[config.mk]
export PLATFORM = sky130hd
export DESIGN_NAME = tx_confirm_status_writer
export DESIGN_NICKNAME = d
export VERILOG_FILES = /design/src/tx_confirm_pkg.sv /design/src/outcome_priority_encoder.sv /design/src/tx_confirm_status_writer.sv
export SDC_FILE = /design/constraint.sdc
export NUM_CORES = 1
export LEC_CHECK = 0
export CORE_MARGIN = 1
export CORE_UTILIZATION = 60
export CTS_CLUSTER_DIAMETER = 40
export DETAILED_ROUTE_END_ITERATION = 7
export DONT_BUFFER_PORTS = 1
export PLACE_DENSITY = 0.76
export SYNTH_ARGS = -nofsm -noshare
export SYNTH_HDL_FRONTEND = slang
export SYNTH_HIERARCHICAL = 1
export SYNTH_SLANG_ARGS = --single-unit
[constraint.sdc]
create_clock -name clock -period 2.6 [get_ports clock]
set_clock_uncertainty 0.2 [all_clocks]
set_input_delay 0.26 -clock clock [delete_from_list [all_inputs] [get_ports clock]]
set_output_delay 0.26 -clock clock [all_outputs]
set_load 0.01 [all_outputs]
[src/tx_confirm_pkg.sv]
// Constants, register map and state type for the confirmation word formatter.
// Assumes a single system clock domain shared by all users of this package.
package tx_confirm_pkg;

    // Register byte offsets
    localparam logic [4:0] OFS_CONTROL    = 5'h00;
    localparam logic [4:0] OFS_IRQ_STATUS = 5'h04;
    localparam logic [4:0] OFS_IRQ_MASK   = 5'h08;
    localparam logic [4:0] OFS_ATTENTION  = 5'h0C;
    localparam logic [4:0] OFS_LAST_WORD0 = 5'h10;
    localparam logic [4:0] OFS_LAST_WORD1 = 5'h14;
    localparam logic [4:0] OFS_STATE      = 5'h18;

    // Control and interrupt fields
    localparam int CTRL_PARITY_EN_BIT = 0;
    localparam int IRQ_ENTRY_BIT      = 0;
    localparam int IRQ_EXCEPTION_BIT  = 1;
    localparam int IRQ_PARITY_BIT     = 2;
    localparam int IRQ_RINGCHG_BIT    = 3;
    localparam int IRQ_WIDTH          = 4;

    // Reset values
    localparam logic [31:0] CONTROL_RESET = 32'h0000_0000;
    localparam logic [3:0]  IRQ_RESET     = 4'h0;

    // Second word field positions and the first word code position
    localparam int W1_ENDTYPE_LSB = 8;
    localparam int W1_FULL_BIT    = 10;
    localparam int W1_UNEXP_BIT   = 11;
    localparam int W1_PARITY_BIT  = 12;
    localparam int W1_EXCEPT_BIT  = 13;
    localparam int W1_RINGCHG_BIT = 14;
    localparam int W1_CLASS_BIT   = 15;
    localparam int W1_CTL_LSB     = 16;
    localparam int W1_TAG_LSB     = 24;
    localparam int W1_POS_LSB     = 30;
    localparam int W0_CODE_LSB    = 28;

    // Ending frame types
    localparam logic [1:0] END_OTHER    = 2'h0;
    localparam logic [1:0] END_TOKEN    = 2'h1;
    localparam logic [1:0] END_OTHERVOID = 2'h2;
    localparam logic [1:0] END_MYVOID   = 2'h3;

    // Part positions
    localparam logic [1:0] POS_MIDDLE = 2'h0;
    localparam logic [1:0] POS_LAST   = 2'h1;
    localparam logic [1:0] POS_FIRST  = 2'h2;
    localparam logic [1:0] POS_ONLY   = 2'h3;

    // Outcome codes
    localparam logic [3:0] CODE_NONE      = 4'h0;
    localparam logic [3:0] CODE_PREEMPTED = 4'h1;
    localparam logic [3:0] CODE_PARTDONE  = 4'h2;
    localparam logic [3:0] CODE_SVCLOSS   = 4'h3;
    localparam int         CODE_ERR_FIRST = 7;
    localparam int         EXC_COUNT      = 9;

    typedef enum logic [0:0] {
        PH_IDLE   = 1'b0,
        PH_ACTIVE = 1'b1
    } phase_t;

    typedef struct packed {
        phase_t      phase;
        logic        ack;
        logic [31:0] readData;
        logic        parityEnable;
        logic [3:0]  irqStatus;
        logic [3:0]  irqMask;
        logic [1:0]  attention;
        logic        chan;
        logic        full;
        logic [7:0]  expStatus;
        logic [5:0]  userTag;
        logic [1:0]  partPos;
        logic        txClass;
        logic [1:0]  endType;
        logic        unexpected;
        logic        parityErr;
        logic        exception;
        logic        ringChange;
        logic [7:0]  ctlCopy;
        logic        transmitted;
        logic        ringOpPrev;
        logic        preemptPending;
        logic        resume;
        logic [15:0] pend;
        logic        outValid;
        logic [31:0] word0;
        logic [31:0] word1;
    } state_t;

endpackage

[src/outcome_priority_encoder.sv]
// Priority encoder for request outcome conditions, highest index wins.
// Assumes condition vector bit 0 is unused and reads as no condition.
`timescale 1ns/1ps
`default_nettype none

module outcome_priority_encoder
    import tx_confirm_pkg::*;
#(
    parameter int WIDTH = 16
) (
    input  wire logic [WIDTH-1:0] conditions,
    output logic      [3:0]       code
);

    always_comb begin
        code = CODE_NONE;
        for (int i = 1; i < WIDTH; i++) begin
            if (conditions[i]) begin
                code = 4'(i);
            end
        end
    end

endmodule

`default_nettype wire

[src/tx_confirm_status_writer.sv]
// Builds transmit confirmation entries and holds their register view.
// Assumes event inputs come from logic on the same clock, one cycle pulses.
//
// Notes on behaviour
// - Full confirmation: ending frame type 00 other, 01 token, 10 other void, 11 own void.
// - Full confirm bit follows whether the request asked for full confirmation.
// - Unexpected status bit set on status mismatch, full confirmation only.
// - With parity enabled, byte parity errors from frame control to delimiter set flag.
// - Any of nine exception codes sets exception bit and channel attention bit.
// - Ring state change after transmission, before all confirmed, sets ring change bit.
// - Full confirmation carries last confirmed frame control byte; otherwise invalid.
// - Six-bit user tag copied from the first or only request descriptor.
// - Part position tag: 10 first, 00 middle, 01 last, 11 only.
// - Outcome code 0000 means no status written; host may treat as null.
// - Channel one preempted by channel zero reports 0001, resumes afterwards.
// - Code 0010 when token cannot be held and part's last frame sent.
// - Outcome code is four-bit priority encoded, highest condition wins.
// - Code 0011 on holding timer expiry with timer enabled, intermediate only.
`timescale 1ns/1ps
`default_nettype none

module tx_confirm_status_writer
    import tx_confirm_pkg::*;
#(
    parameter bit ODD_PARITY = 1'b1
) (
    input  wire logic        clock,
    input  wire logic        reset_n,
    input  wire logic [4:0]  avsAddress,
    input  wire logic        avsRead,
    input  wire logic        avsWrite,
    input  wire logic [31:0] avsWriteData,
    output logic      [31:0] avsReadData,
    output logic             avsWaitRequest,
    output logic             irq,
    input  wire logic        reqStart,
    input  wire logic        reqChannel,
    input  wire logic        reqFullConfirm,
    input  wire logic [5:0]  reqUserTag,
    input  wire logic [1:0]  reqPartPosition,
    input  wire logic        reqTransmitClass,
    input  wire logic [7:0]  reqExpectedStatus,
    input  wire logic        frameReturn,
    input  wire logic [7:0]  frameStatus,
    input  wire logic [7:0]  frameControl,
    input  wire logic        endFrame,
    input  wire logic [1:0]  endFrameType,
    input  wire logic        rxByteValid,
    input  wire logic [7:0]  rxByte,
    input  wire logic        rxByteParity,
    input  wire logic        rxInFrame,
    input  wire logic        ringOperational,
    input  wire logic        frameTransmitted,
    input  wire logic        allConfirmed,
    input  wire logic        preemptByZero,
    input  wire logic        channelZeroDone,
    input  wire logic        cannotHoldToken,
    input  wire logic        lastFrameOfPart,
    input  wire logic        holdTimerExpired,
    input  wire logic        holdTimerEnabled,
    input  wire logic [8:0]  exceptionCodes,
    input  wire logic        finish,
    input  wire logic        finishFinal,
    output logic             entryValid,
    input  wire logic        entryReady,
    output logic      [31:0] entryWord0,
    output logic      [31:0] entryWord1,
    output logic             resumeChannelOne
);

    state_t s;
    state_t n;

    logic        active;
    logic        wrAcc;
    logic        rdReq;
    logic        parityBad;
    logic        finishAcc;
    logic [15:0] cond;
    logic [15:0] condAll;
    logic [3:0]  code;
    logic [3:0]  irqSet;

    assign active    = (s.phase == PH_ACTIVE);
    assign rdReq     = avsRead & ~s.ack;
    assign wrAcc     = avsWrite & s.ack;
    assign finishAcc = finish & active;
    assign parityBad = (^{rxByte, rxByteParity}) != ODD_PARITY;

    // Outcome conditions raised this cycle
    always_comb begin
        cond = 16'h0000;
        cond[1] = active & s.chan & preemptByZero;
        cond[2] = active & cannotHoldToken & lastFrameOfPart;
        cond[3] = active & holdTimerExpired & holdTimerEnabled;
        cond[15:7] = active ? exceptionCodes : 9'h000;
    end

    // Service loss is masked out of final entries
    always_comb begin
        condAll = s.pend | cond;
        condAll[3] = condAll[3] & ~finishFinal;
    end

    outcome_priority_encoder #(
        .WIDTH(16)
    ) encoder (
        .conditions(condAll),
        .code      (code)
    );

    always_comb begin
        irqSet = 4'h0;
        irqSet[IRQ_ENTRY_BIT]     = finishAcc;
        irqSet[IRQ_EXCEPTION_BIT] = active & (|exceptionCodes);
        irqSet[IRQ_PARITY_BIT]    = active & s.parityEnable & rxByteValid & rxInFrame & parityBad;
        irqSet[IRQ_RINGCHG_BIT]   = active & s.transmitted & (ringOperational != s.ringOpPrev);
    end

    always_comb begin
        n = s;
        n.ringOpPrev = ringOperational;
        n.resume = 1'b0;

        // Bus slave: one wait cycle, then answer
        n.ack = (avsRead | avsWrite) & ~s.ack;
        if (rdReq) begin
            case (avsAddress)
                OFS_CONTROL:    n.readData = {31'h0000_0000, s.parityEnable};
                OFS_IRQ_STATUS: n.readData = {28'h000_0000, s.irqStatus};
                OFS_IRQ_MASK:   n.readData = {28'h000_0000, s.irqMask};
                OFS_ATTENTION:  n.readData = {30'h0000_0000, s.attention};
                OFS_LAST_WORD0: n.readData = s.word0;
                OFS_LAST_WORD1: n.readData = s.word1;
                OFS_STATE:      n.readData = {29'h0000_0000, s.outValid, s.preemptPending, s.phase};
                default:        n.readData = 32'h0000_0000;
            endcase
        end
        if (wrAcc && avsAddress == OFS_CONTROL) begin
            n.parityEnable = avsWriteData[CTRL_PARITY_EN_BIT];
        end
        if (wrAcc && avsAddress == OFS_IRQ_MASK) begin
            n.irqMask = avsWriteData[IRQ_WIDTH-1:0];
        end

        // Sticky status, set wins over write-one-to-clear
        if (wrAcc && avsAddress == OFS_IRQ_STATUS) begin
            n.irqStatus = s.irqStatus & ~avsWriteData[IRQ_WIDTH-1:0];
        end
        n.irqStatus = n.irqStatus | irqSet;
        if (wrAcc && avsAddress == OFS_ATTENTION) begin
            n.attention = s.attention & ~avsWriteData[1:0];
        end
        if (active && (|exceptionCodes)) begin
            n.attention[s.chan] = 1'b1;
            n.exception = 1'b1;
        end

        // Request context
        case (s.phase)
            PH_IDLE: begin
                if (reqStart) begin
                    n.phase       = PH_ACTIVE;
                    n.chan        = reqChannel;
                    n.full        = reqFullConfirm;
                    n.expStatus   = reqExpectedStatus;
                    n.userTag     = reqUserTag;
                    n.partPos     = reqPartPosition;
                    n.txClass     = reqTransmitClass;
                    n.endType     = END_OTHER;
                    n.unexpected  = 1'b0;
                    n.parityErr   = 1'b0;
                    n.exception   = 1'b0;
                    n.ringChange  = 1'b0;
                    n.ctlCopy     = 8'h00;
                    n.transmitted = 1'b0;
                    n.pend        = 16'h0000;
                end
            end
            PH_ACTIVE: begin
                if (frameTransmitted) begin
                    n.transmitted = 1'b1;
                end
                if (allConfirmed) begin
                    n.transmitted = 1'b0;
                end
                if (irqSet[IRQ_RINGCHG_BIT]) begin
                    n.ringChange = 1'b1;
                end
                if (frameReturn) begin
                    n.ctlCopy = frameControl;
                    if (s.full && frameStatus != s.expStatus) begin
                        n.unexpected = 1'b1;
                    end
                end
                if (endFrame) begin
                    n.endType = endFrameType;
                end
                if (irqSet[IRQ_PARITY_BIT]) begin
                    n.parityErr = 1'b1;
                end
                if (cond[1]) begin
                    n.preemptPending = 1'b1;
                end
                n.pend = s.pend | cond;
                if (finish) begin
                    n.outValid = 1'b1;
                    n.word0 = {code, 28'h000_0000};
                    n.word1 = {s.partPos,
                               s.userTag,
                               s.full ? n.ctlCopy : 8'h00,
                               s.txClass,
                               n.ringChange,
                               n.exception,
                               n.parityErr,
                               s.full & n.unexpected,
                               s.full,
                               s.full ? n.endType : END_OTHER,
                               8'h00};
                    n.pend       = 16'h0000;
                    n.unexpected = 1'b0;
                    n.parityErr  = 1'b0;
                    n.exception  = 1'b0;
                    n.ringChange = 1'b0;
                    n.endType    = END_OTHER;
                    if (finishFinal) begin
                        n.phase = PH_IDLE;
                    end
                end
            end
            default: n.phase = PH_IDLE;
        endcase

        if (s.preemptPending && channelZeroDone) begin
            n.resume = 1'b1;
            n.preemptPending = cond[1];
        end
        if (s.outValid && entryReady && !finishAcc) begin
            n.outValid = 1'b0;
        end
    end

    always_ff @(posedge clock or negedge reset_n) begin
        if (!reset_n) begin
            s <= '0;
            s.phase <= PH_IDLE;
            s.parityEnable <= CONTROL_RESET[CTRL_PARITY_EN_BIT];
            s.irqStatus <= IRQ_RESET;
            s.irqMask <= IRQ_RESET;
        end else begin
            s <= n;
        end
    end

    assign avsWaitRequest   = (avsRead | avsWrite) & ~s.ack;
    assign avsReadData      = s.readData;
    assign irq              = |(s.irqStatus & s.irqMask);
    assign entryValid       = s.outValid;
    assign entryWord0       = s.word0;
    assign entryWord1       = s.word1;
    assign resumeChannelOne = s.resume;
endmodule

`default_nettype wire

## Yosys cells after proc, flatten, opt, wreduce, memory -nomap -nowiden

Index checks and enable logic that the tools add are counted.

| operators by class | value |
|---|---|
| $lt $le $gt $ge | 2 |
| eq/ne operators | 10 |
| multiplexer cells | 49 |
| bitwise operators | 32 |
| reductions and logical operators | 24 |

Operator list:

| cell | count |
|---|---|
| 32-bit one-hot mux with 7 select lines | 1 |
| 81-bit two-way mux | 1 |
| 65-bit two-way mux | 1 |
| 4-bit two-way mux | 9 |
| 16-bit one-hot mux with 2 select lines | 1 |
| 15-bit one-hot mux with 2 select lines | 1 |
| 1-bit bitwise AND | 19 |
| 1-bit two-way mux | 16 |
| 16-bit two-way mux | 1 |
| 8-bit two-way mux | 2 |
| 16-bit OR | 1 |
| 5-bit == test, second input constant | 3 |
| 15-bit two-way mux | 1 |
| 2-bit two-way mux | 7 |
| 3-bit two-way mux | 4 |
| 5-bit by 4-bit == test with 1-bit output, second input constant | 2 |
| 1-bit logical AND | 10 |
| 2-bit AND reduction | 5 |
| 9-bit two-way mux | 1 |
| 9-bit OR reduction | 1 |
| 9-bit parity | 1 |
| 4-bit bitwise AND | 2 |
| 8-bit inequality test | 1 |
| 2-bit nonzero test | 4 |
| 19 further kinds | 22 |

| storage, ports and cells | value |
|---|---|
| register bits after elaboration | 127 |
| input bits | 113 |
| output and inout port bits | 100 |
| word-level logic and storage cells | 144 |

## Depth between registers and ports, before layout

Gate-level depths: netlist (run 1).

| logic depth | value |
|---|---|
| depth after elaboration | 21 |
| gate-level depth with buffers | 9 |
| mapped depth without buffers | 6 |

## Cells and area by module

Netlist (run 1), hierarchy kept.

By module, submodules not included:

| module | instances | cells an instance | area each (um2) | seq. area each (um2) |
|---|---|---|---|---|
| tx_confirm_status_writer | 1 | 517 | 5709.2 | 2977.9 |
| outcome_priority_encoder | 1 | 25 | 141.4 | 0.0 |

## Worst setup path after synthesis (run 1)

Ideal clock, no wire load.

| path | value |
|---|---|
| path kind | register to register |
| start | register s (netlist bit active) |
| end | register s (netlist bit entryWord0[28]) |
| library setup time | 0.125 ns |
| data arrival time | 1.933 ns |
| required time | 2.275 ns |
| path slack | 0.342 ns |
| cell stages (with the launch flop) | 9 |
| path buffers | 3 |
| period minus slack after synthesis | 2.258 ns |
| path through | dfrtp_1 > clkbuf_1 > buf_2 > buf_2 > a21o_1 > or3b_1 > a311oi_1 > a31oi_1 > mux2_2 |

| between the ends | value |
|---|---|
| elaborated cells between the ends (all ways) | 25 |
| classes of those cells | 16 x mux; 8 x bitwise; 1 x reduce/logical |

RTL lines:

| item | RTL line | RTL |
|---|---|---|
| from (decl) | tx_confirm_status_writer.sv:71 | `state_t s;` |
| from (signal assigned) | tx_confirm_status_writer.sv:251 | `s <= n;` |
| 9-bit two-way mux | tx_confirm_status_writer.sv:96 | `cond[15:7] = active ? exceptionCodes : 9'h000;` |
| 16-bit OR | tx_confirm_status_writer.sv:101 | `condAll = s.pend \| cond;` |
| net condAll[11] | tx_confirm_status_writer.sv:80 | `logic [15:0] condAll;` |
| 4-bit two-way mux (5 in a row) | outcome_priority_encoder.sv:18 | `if (conditions[i]) begin` |
| net code[0] | tx_confirm_status_writer.sv:81 | `logic [3:0] code;` |

The timed path passes the listed nets, and every way through them passes these cells.
A chain may end at the register's enable or synchronous reset.

## Worst setup path in the final report (run 1)

| path | value |
|---|---|
| start | register s (netlist bit active) |
| end | register s[97] in the netlist's numbering |

| between the ends | value |
|---|---|
| word-level cells in the longest chain between the ends | 2 |
| elaborated cells between the ends (all ways) | 3 |
| classes of those cells | 1 x eq/ne; 1 x mux; 1 x bitwise |

RTL lines:

| item |
|---|
| 1-bit inverter (no line) |
| 15-bit one-hot mux with 2 select lines / 2-bit inequality test (equally long branches) |

Several ways; a longest one is shown, not always the timed one.

==> run_results.csv, run 1 <==
group,metric,value,unit
detailed_routing,drc,0,
setup_path,rr_startpoint,"active",
pwr,clkPwrFrac,0.407,
timing,slew_violations,0,
pwr,p_sw_frac,0.274,
timing,fmax,402,MHz
setup_path,critPathKind,"register to register",
detailed_routing,wl_met1,5360,um
clocking,clock_path_buffers,2,
detailed_routing,wire_per_inst,17.7,um
clocking,clk_pin_slew,0.06,ns
synthesis,synth_edf_count,0,
synthesis,yosysSeqAreaShare,0.509,
clocking,cts_buffers,17,
floorplan,io_pins,213,
timing,slew-limit-headroom,0.611,
detailed_routing,wl_met3,884,um
clocking,post_cts_buffers,0,
grt,grt_max_degree,120,
clocking,cts_sinks,119,
grt,grt_pass1_vias,4183,
detailed_routing,met2_length,6270,um
detailed_routing,highest_layer,"met4",
synthesis,ys.warnings.count,6,
detailed_routing,first_pass_iters,4,
worst_hold_path,hold_class,"input port to asynchronous set/reset pin",
placed_design,portBuffers,0,
synthesis,ys_types,45,
pwr,sequentialPowerShare,0.452,
floorplan,die_w,101,um
cells_and_area,fin_nets,698,
detailed_routing,vias,4021,
synthesis,synth.avg_cell_area,10.8,sq um
outcome,outcome,"finished, violations left",
detailed_routing,ant_nets,0,
detailed_routing,viasPerCell,5.53,
synthesis,synth_fa_ha_area_frac,0,
synthesis,synth_top_family_by_area,"buffers and inverters",
floorplan,row_count,35,
synthesis,synth_compound_area_frac,0.133,
synthesis,netlist.area_leader.share,0.509,
floorplan,die_area,0.0101,sq mm
timing,period_share,0.958,
setup_path,setup.worst_path.end,"s[97]",
grt,grt_antenna_before_repair,0,
synthesis,synthSimpleGateAreaFrac,0.0883,
pwr,power.internal,3.93,mW
run,cap_viol_max_count,0,
setup_path,cp-end-kind,"register",
setup_path,r2r_cells,5,
synthesis,synth_xor_area_frac,0.0276,
floorplan,initial_core_util,0.627,
placed_design,post-dp-hpwl,8170,um
grt,gr-usage-all-layers,0.265,
detailed_routing,drt_wl_total,12900,um
timing,worst_pin_slew,0.579,ns
clocking,holdBufCountCts,84,
grt,overflow,0,
synthesis,synthTopCellsByCount,"dfrtp_1, buf_4, nand2_1, mux2_2, o21ai_0",
setup_path,worstPathRequired,2.83,ns
setup_path,startpoint,"active",
clocking,ctsRootBufferMaster,"clkbuf_8",
floorplan,die_h,101,um
timing,finalSetupViolCount,0,
clocking,cts_htree_levels,4,
detailed_routing,drtIter0Drc,215,
timing,rsz0062_at_grt,"no",
synthesis,syn_area,0.00585,sq mm
cells_and_area,antennaDiodeCount,0,
synthesis,async_reset_ff_frac,1.00,
pwr,power_frac_comb,0.141,
cells_and_area,syn_to_final_growth,17.2,%
placed_design,gp_congestion,0.805,
synthesis,synthTopCellsByArea,"dfrtp_1, buf_4, mux2_2",
timing,hold_viol,119,
synthesis,yosysMostFrequentCell,"dfrtp_1",
pwr,p_switching,1.49,mW
setup_path,crit_arrival,2.72,ns
synthesis,yosys-mux-area-fraction,0.0984,
synthesis,ys_seq_elements,119,
timing,timing.hold.ws,-0.750,ns
setup_path,cp-start-kind,"register",
setup_path,r2r-end,"s[97]",
floorplan,core,0.00933,sq mm
clocking,insertion_delay,0.50,ns
cells_and_area,final_layout_size_suffix_gt1_frac,0.140,
clocking,cts_tree,"yes",
pwr,ir_drop,516,uV
outcome,violations,"hold timing",
pwr,leakage,3.12,nW
pwr,pwr_density_cell,790,mW/mm^2
setup_path,crit_fanout,22,
synthesis,ys.flop_type,"dfrtp_1",
timing,period_minus_slack,2.49,ns
synthesis,yosys.area.top_type,"dfrtp_1",
timing,fin_setup_tns,0,ns
grt,grt_pass1_wl,20300,um
setup_path,ff2ff_setup_slack,0.11,ns
synthesis,syn_inst,542,
## stage by stage
| step | instance area (sq um) | util | setup slack [ns] | power (mW) | cells |
|---|---|---|---|---|---|
| after floorplan | 6030 | - | 0.342 | 3.13 | 591 |
| after global placement | 5450 | 0.585 | 0.586 | 3.04 | 611 |
| after detailed placement | 5450 | 0.585 | 0.509 | 3.09 | 611 |
| after CTS | 6860 | 0.735 | 0.176 | 5.43 | 727 |
| after global routing | 6860 | 0.735 | 0.00626 | 5.66 | 727 |
| final | 6860 | 0.735 | 0.109 | 5.42 | 727 |
## final cells by class
type	count	area [sq um]
Clock inverter	13	131
Timing Repair Buffer	93	908
Fill cell	632	2470
Tap cell	129	161
Inverter	7	26.3
Clock buffer	19	432
Sequential cell	119	2980
Multi-Input combinational cell	347	2220
## registers in the layout (all words and copies together) (netlist names)
| register | count |
|---|---|
| active | 1 |
| resumeChannelOne | 1 |
| s | 60 |
| entryWord0 | 4 |
| entryValid | 1 |
| entryWord1 | 24 |
| avsReadData | 28 |
## how the worst min path moves through the flow
stage | slack [ns] | to
floorplan | -0.24 | active
global placement | -0.23 | avsReadData[2]
detailed placement | -0.23 | avsReadData[1]
CTS | -0.77 | s[75]
global route | -0.77 | avsReadData[1]
finish | -0.75 | avsReadData[1]
## worst max-delay path, stage by stage, from the launching register on
cell	delay, ns
dfrtp_1	0.43
buf_4	0.29
inv_1	0.22
nor2_1	0.46
a32o_1	0.25
dlygate4sd3_1	0.56
## layout by cell type, fill, tap and decap left out, types with 9 or more instances in the layout
| cell | instances |
|---|---|
| dfrtp_1 | 119 |
| a22o_1 | 25 |
| dlygate4sd3_1 | 84 |
| a21o_1 | 11 |
| clkbuf_16 | 16 |
| xor2_1 | 10 |
| nand2_1 | 60 |
| nor2_1 | 26 |
| mux2_2 | 36 |
| buf_4 | 9 |
| conb_1 | 50 |
| a21boi_0 | 11 |
| mux2i_1 | 17 |
| o21ai_0 | 36 |
## layer usage
metal	GRT usage	up-vias
li1	-	1825
met1	0.324	1974
met2	0.441	189
met3	0.0742	33
met4	0.114	0
met5	0	-
## what timing repair did
item,CTS,global route
endpoints found under the setup margin,0,0
hold endpoints to repair,204,119
resized for setup,0,0
## power by group through the flow
stage	Clock, mW	Combinational, mW	Sequential (mW)
final	2.21	0.763	2.45
after global routing	2.33	0.841	2.48
after CTS	2.23	0.748	2.45
after detailed placement	0	0.611	2.47
after global placement	0	0.582	2.46
after floorplan	0	0.819	2.31
## kinds of logic after synthesis
logic type / after synthesis
multiplexers: 53
XOR/XNOR: 16
other: 1
buffers and inverters: 125
AND/OR/NAND/NOR: 118
flip-flops: 119
AO/OA/AOI/OAI: 110
Note: power is estimated with default switching activity, not from simulation.
==> inputs of run 2 (changes only) <==
--- a/config.mk
+++ b/config.mk
@@ -5,6 +5,7 @@
 export SDC_FILE = /design/constraint.sdc
 export NUM_CORES = 1
 export LEC_CHECK = 0
+export ABC_AREA = 1
 export CORE_MARGIN = 1
 export CORE_UTILIZATION = 60
 export CTS_CLUSTER_DIAMETER = 40
@@ -15,3 +16,4 @@
 export SYNTH_HDL_FRONTEND = slang
 export SYNTH_HIERARCHICAL = 1
 export SYNTH_SLANG_ARGS = --single-unit
+export TNS_END_PERCENT = 10
==> run 2 against run 1 <==
Compared with the run above: the flow still finishes with violations (hold timing); synthesized area rose by 5.3%; global-route usage rose by 2.9 points; maximum frequency fell by 3.2%; die area rose by 5.2%; combinational power rose by 21%; highest routed layer unchanged.
==> run_results.csv, run 2 <==
group,metric,value,unit
setup_path,crit_fanout,12,
synthesis,yosysMostFrequentCell,"nand2_1",
placed_design,place_area,0.00573,sq mm
timing,fmax,389,MHz
cells_and_area,largest-register,"s",
worst_hold_path,hold_class,"input port to asynchronous set/reset pin",
timing,fin_ws,0.0280,ns
synthesis,ys_seq_elements,119,
pwr,ir_drop,541,uV
cells_and_area,final_cell_mix,"nand2_1, dfrtp_1, dlygate4sd3_1",
timing,slew-limit-headroom,0.368,
timing,period_minus_slack,2.57,ns
placed_design,post-dp-hpwl,9290,um
outcome,violations,"hold timing",
synthesis,synthSimpleGateAreaFrac,0.189,
grt,busiest_layer,"met2",
cells_and_area,largest_reg_flops,60,
timing,period_share,0.989,
grt,grt_antenna_before_repair,0,
clocking,cts_tree,"yes",
synthesis,yosys.area.top_type,"dfrtp_1",
grt,use_met1,0.341,
synthesis,yosys-mux-area-fraction,0.0274,
cells_and_area,postLayoutCoreUtil,0.749,
floorplan,row_count,36,
cells_and_area,antennaDiodeCount,0,
timing,slew_violations,0,
setup_path,cp-end-kind,"register",
synthesis,ys.flop_type,"dfrtp_1",
grt,grt_pass1_vias,4924,
grt,overflow,0,
synthesis,synth.avg_cell_area,8.24,sq um
synthesis,ys_types,30,
cells_and_area,syn_to_final_growth,19.9,%
detailed_routing,first_pass_iters,5,
detailed_routing,viasPerCell,5.26,
clocking,holdBufCountCts,102,
clocking,ctsRootBufferMaster,"clkbuf_8",
setup_path,worstPathRequired,2.85,ns
timing,timing.hold.ws,-0.764,ns
outcome,outcome,"finished, violations left",
cells_and_area,fin_nets,920,
timing,worst_pin_slew,0.946,ns
floorplan,die_h,103,um
cells_and_area,final_cells,953,
setup_path,slowest_stage,"dlygate4sd3_1",
setup_path,cp-start-kind,"register",
setup_path,crit_path_max_incr_delay,0.57,ns
grt,grt_max_degree,120,
pwr,leakage,3.68,nW
detailed_routing,drtIter0Drc,195,
clocking,clk_pin_slew,0.06,ns
cells_and_area,final_layout_size_suffix_gt1_frac,0.0963,
grt,grt_pass1_wl,23200,um
pwr,pwr_density_cell,755,mW/mm^2
synthesis,synth_top_family_by_area,"simple AND/OR/NAND/NOR gates",
setup_path,crit_arrival,2.83,ns
clocking,insertion_delay,0.52,ns
clocking,cts_sinks,119,
detailed_routing,drc,0,
synthesis,netlist.area_leader.share,0.483,
detailed_routing,wire_per_inst,16.1,um
synthesis,syn_inst,748,
timing,finalSetupViolCount,0,
grt,gr-usage-all-layers,0.294,
grt,met3_usage,0.0914,
floorplan,io_pins,213,
floorplan,die_w,103,um
synthesis,async_reset_ff_frac,1.00,
detailed_routing,vias,5015,
clocking,clock_path_buffers,2,
synthesis,syn_area,0.00616,sq mm
detailed_routing,ant_nets,0,
clocking,cts_htree_levels,4,
floorplan,initial_core_util,0.625,
setup_path,path_buf_inv,5,
setup_path,crit_top_cell,"dlygate4sd3_1",
synthesis,synth_compound_area_frac,0.105,
floorplan,core,0.00986,sq mm
cells_and_area,design_area,0.00739,sq mm
cells_and_area,layout_commonest_cell,"nand2_1",
grt,met2_usage,0.507,
placed_design,gp_congestion,0.874,
synthesis,synthTopCellsByArea,"dfrtp_1, nand2_1, buf_4",
clocking,cts_buffers,17,
floorplan,die_area,0.0107,sq mm
placed_design,pre_cts_slack,0.672,ns
placed_design,portBuffers,0,
detailed_routing,drt_wl_total,15300,um
setup_path,cp_top_family,"buffers and inverters",
timing,hold_viol,119,
synthesis,ys.warnings.count,6,
synthesis,synth_edf_count,0,
placed_design,dp_cells,815,
synthesis,yosysSeqAreaShare,0.483,
synthesis,synth_xor_area_frac,0.00853,
setup_path,crit_chain,"inv_1 -> buf_8 -> nand2_1 -> buf_4 -> nor2_1 -> dlygate4sd3_1 -> a21oi_1 -> dlygate4sd3_1",
setup_path,critPathKind,"register to register",
synthesis,synthTopCellsByCount,"nand2_1, dfrtp_1, buf_4, inv_1, o21ai_0",
run,cap_viol_max_count,0,
synthesis,synth_fa_ha_area_frac,0,
## run 2: layout make-up
cell class,count,area (sq um)
repair buffers,114,1130
clock buffers,20,455
clock inverters,12,126
fillers,677,2480
multi-input cells,468,2210
inverters,87,327
flip-flops and latches,119,2980
well taps,133,166
## run 2: where the power goes
group	switching (mW)	total (mW)	internal (mW)	leakage, nW
clock network	0.841	2.27	1.43	0.275
registers	0.261	2.38	2.12	1.51
logic	0.493	0.922	0.429	1.89
## run 2: repair_timing
item,4_1_cts,5_1_grt
buffers inserted,0,4
resized for setup,0,6
endpoints found under the hold margin,211,119
setup endpoints to repair,0,9
## run 2: path summary, 6_finish.rpt
path | from | endpoint | slack (ns) | cells after the start
setup / recovery | active | s[101] | 0.03 | 8
hold / removal | reset_n | s[108] | -0.76 | 0
setup reg to reg | active | s[101] | 0.03 | 8
hold reg to reg | s[105] | entryWord1[27] | 0.27 | 2
max in group asynchronous | reset_n | s[88] | 2.80 | 0
min in group clock | avsRead | avsReadData[31] | 0.02 | 5
## run 2: cell families (layout without fill, tap and decap cells)
logic type             after synthesis  count (layout)
AO/OA/AOI/OAI                      121             121
XOR/XNOR                             6               6
buffers and inverters              205             233
flip-flops                         119             119
multiplexers                        15              15
other                                1              45
AND/OR/NAND/NOR                    281             281
## run 2: routing by layer
layer	vias to the layer above	routed length, um	share of wire
met5	-	0	0
met4	0	283	0.019
met3	28	1330	0.087
met2	234	7700	0.50
met1	2403	5980	0.39
li1	2350	-	-
## run 2: through the flow
stage / setup TNS [ns] / power (mW)
2_1_floorplan: 0 / 3.07
3_3_place_gp: 0 / 3.03
3_5_place_dp: 0 / 3.06
4_1_cts: 0 / 5.53
5_1_grt: -0.0870 / 5.79
6_report: 0 / 5.57
==> inputs of run 3 (changes only) <==
--- a/config.mk
+++ b/config.mk
@@ -7,11 +7,10 @@
 export LEC_CHECK = 0
 export ABC_AREA = 1
 export CORE_MARGIN = 1
-export CORE_UTILIZATION = 60
+export CORE_UTILIZATION = 30
 export CTS_CLUSTER_DIAMETER = 40
 export DETAILED_ROUTE_END_ITERATION = 7
 export DONT_BUFFER_PORTS = 1
-export PLACE_DENSITY = 0.76
 export SYNTH_ARGS = -nofsm -noshare
 export SYNTH_HDL_FRONTEND = slang
 export SYNTH_HIERARCHICAL = 1
==> run 3 against run 2 <==
Compared with the run above: critical path type unchanged; highest routed layer unchanged; via count shrank 9.1%; non-clock buffer count decreased by 33; global-route usage fell by 14 points; the flow still finishes with violations (hold timing).
==> run_results.csv, run 3 (synthesis gave the netlist of run 2 again) <==
group,metric,value,unit
timing,hold_viol,119,
setup_path,crit_top_cell,"dlygate4sd3_1",
placed_design,portBuffers,0,
cells_and_area,layout_commonest_cell,"nand2_1",
cells_and_area,largest-register,"s",
timing,period_share,0.937,
placed_design,gp_congestion,0.800,
timing,fin_setup_tns,0,ns
cells_and_area,antennaDiodeCount,0,
clocking,cts_htree_levels,4,
setup_path,cp_top_family,"buffers and inverters",
worst_hold_path,hold_class,"input port to asynchronous set/reset pin",
detailed_routing,wire_per_inst,14.5,um
pwr,pwr_density_cell,755,mW/mm^2
cells_and_area,largest_reg_flops,60,
floorplan,initial_core_util,0.306,
pwr,power_frac_comb,0.147,
setup_path,crit_arrival,2.54,ns
run,cap_viol_max_count,0,
cells_and_area,final_cell_mix,"nand2_1, dfrtp_1, inv_1",
timing,timing.hold.ws,-0.662,ns
clocking,insertion_delay,0.41,ns
cells_and_area,postLayoutCoreUtil,0.357,
setup_path,crit_chain,"inv_1 -> buf_4 -> nand2_2 -> nor2_1 -> dlygate4sd3_1 -> a21oi_1 -> dlygate4sd3_1",
setup_path,worstPathRequired,2.70,ns
setup_path,crit_path_max_incr_delay,0.56,ns
outcome,violations,"hold timing",
detailed_routing,drc,0,
floorplan,io_pins,213,
grt,grt_max_degree,120,
setup_path,cp-start-kind,"register",
grt,gr-usage-all-layers,0.150,
detailed_routing,vias,4558,
pwr,power,5.45,mW
grt,grt_pass1_wl,24400,um
setup_path,slowest_stage,"dlygate4sd3_1",
detailed_routing,viasPerCell,4.31,
floorplan,die_h,145,um
pwr,p_sw_frac,0.298,
setup_path,critPathKind,"register to register",
clocking,ctsRootBufferMaster,"clkbuf_16",
pwr,power.internal,3.82,mW
floorplan,core,0.0202,sq mm
setup_path,path_buf_inv,4,
floorplan,row_count,52,
clocking,cts_tree,"yes",
detailed_routing,ant_nets,0,
grt,grt_pass1_vias,4568,
clocking,cts_buffers,17,
timing,fmax,410,MHz
placed_design,post-dp-hpwl,10600,um
detailed_routing,drt_wl_total,15300,um
cells_and_area,fin_nets,887,
cells_and_area,syn_to_final_growth,17.0,%
pwr,clkPwrFrac,0.416,
floorplan,die_w,145,um
timing,slew_violations,0,
setup_path,cp-end-kind,"register",
grt,overflow,0,
outcome,outcome,"finished, violations left",
grt,grt_antenna_before_repair,0,
clocking,clock_path_buffers,2,
cells_and_area,final_layout_size_suffix_gt1_frac,0.0953,
pwr,p_switching,1.62,mW
pwr,leakage,3.49,nW
timing,rsz0062_at_grt,"no",
detailed_routing,drtIter0Drc,198,
pwr,ir_drop,461,uV
timing,period_minus_slack,2.44,ns
timing,finalSetupViolCount,0,
detailed_routing,first_pass_iters,4,
floorplan,die_area,0.0211,sq mm
setup_path,crit_fanout,15,
timing,worst_pin_slew,0.961,ns
pwr,sequentialPowerShare,0.436,
clocking,cts_sinks,119,
clocking,clk_pin_slew,0.06,ns
timing,slew-limit-headroom,0.359,
## run 3: layout make-up
| cell class | instances | area (sq um) |
|---|---|---|
| Clock inverter | 12 | 120 |
| Timing Repair Buffer | 81 | 792 |
| Tap cell | 270 | 338 |
| Inverter | 87 | 327 |
| Sequential cell | 119 | 2980 |
| Clock buffer | 20 | 447 |
| Fill cell | 2101 | 13000 |
| Multi-Input combinational cell | 468 | 2210 |
## run 3: metal layers
layer,part of all wire,vias up,track usage
li1,-,2275,-
met1,0.46,2136,0.191
met2,0.47,126,0.240
met3,0.054,21,0.0487
met4,0.015,0,0.0474
met5,0,-,0
## run 3: worst paths after layout
kind | to | start | slack [ns] | depth (start not counted)
worst max register to register | s[101] | active | 0.16 | 7
max in group asynchronous | entryWord1[29] | reset_n | 2.65 | 0
worst max-delay path | s[101] | active | 0.16 | 7
worst min-delay path | avsReadData[10] | reset_n | -0.66 | 0
worst min register to register | entryWord1[24] | s[102] | 0.26 | 2
min in group clock | avsReadData[3] | avsAddress[4] | 0.02 | 4
## run 3: power groups by stage
stage / logic [mW] / clock network (mW) / registers, mW
floorplan: 0.799 / 0 / 2.27
global placement: 0.663 / 0 / 2.40
detailed placement: 0.677 / 0 / 2.41
CTS: 0.803 / 2.33 / 2.38
global route: 0.915 / 2.40 / 2.41
finish: 0.803 / 2.27 / 2.38
## run 3: through the flow
step	cells	worst slack (ns)	area, sq um
after floorplan	792	0.704	6330
after global placement	952	0.626	5910
after detailed placement	952	0.613	5910
after CTS	1055	0.118	7180
after global routing	1057	0.0163	7210
final	1057	0.164	7210
## run 3: repair_timing
item                       in CTS  in global routing
hold endpoints to repair      194                120
hold buffers                   71                  1
resized for setup               0                  3
setup endpoints to repair       0                  3
setup buffers                   0                  1
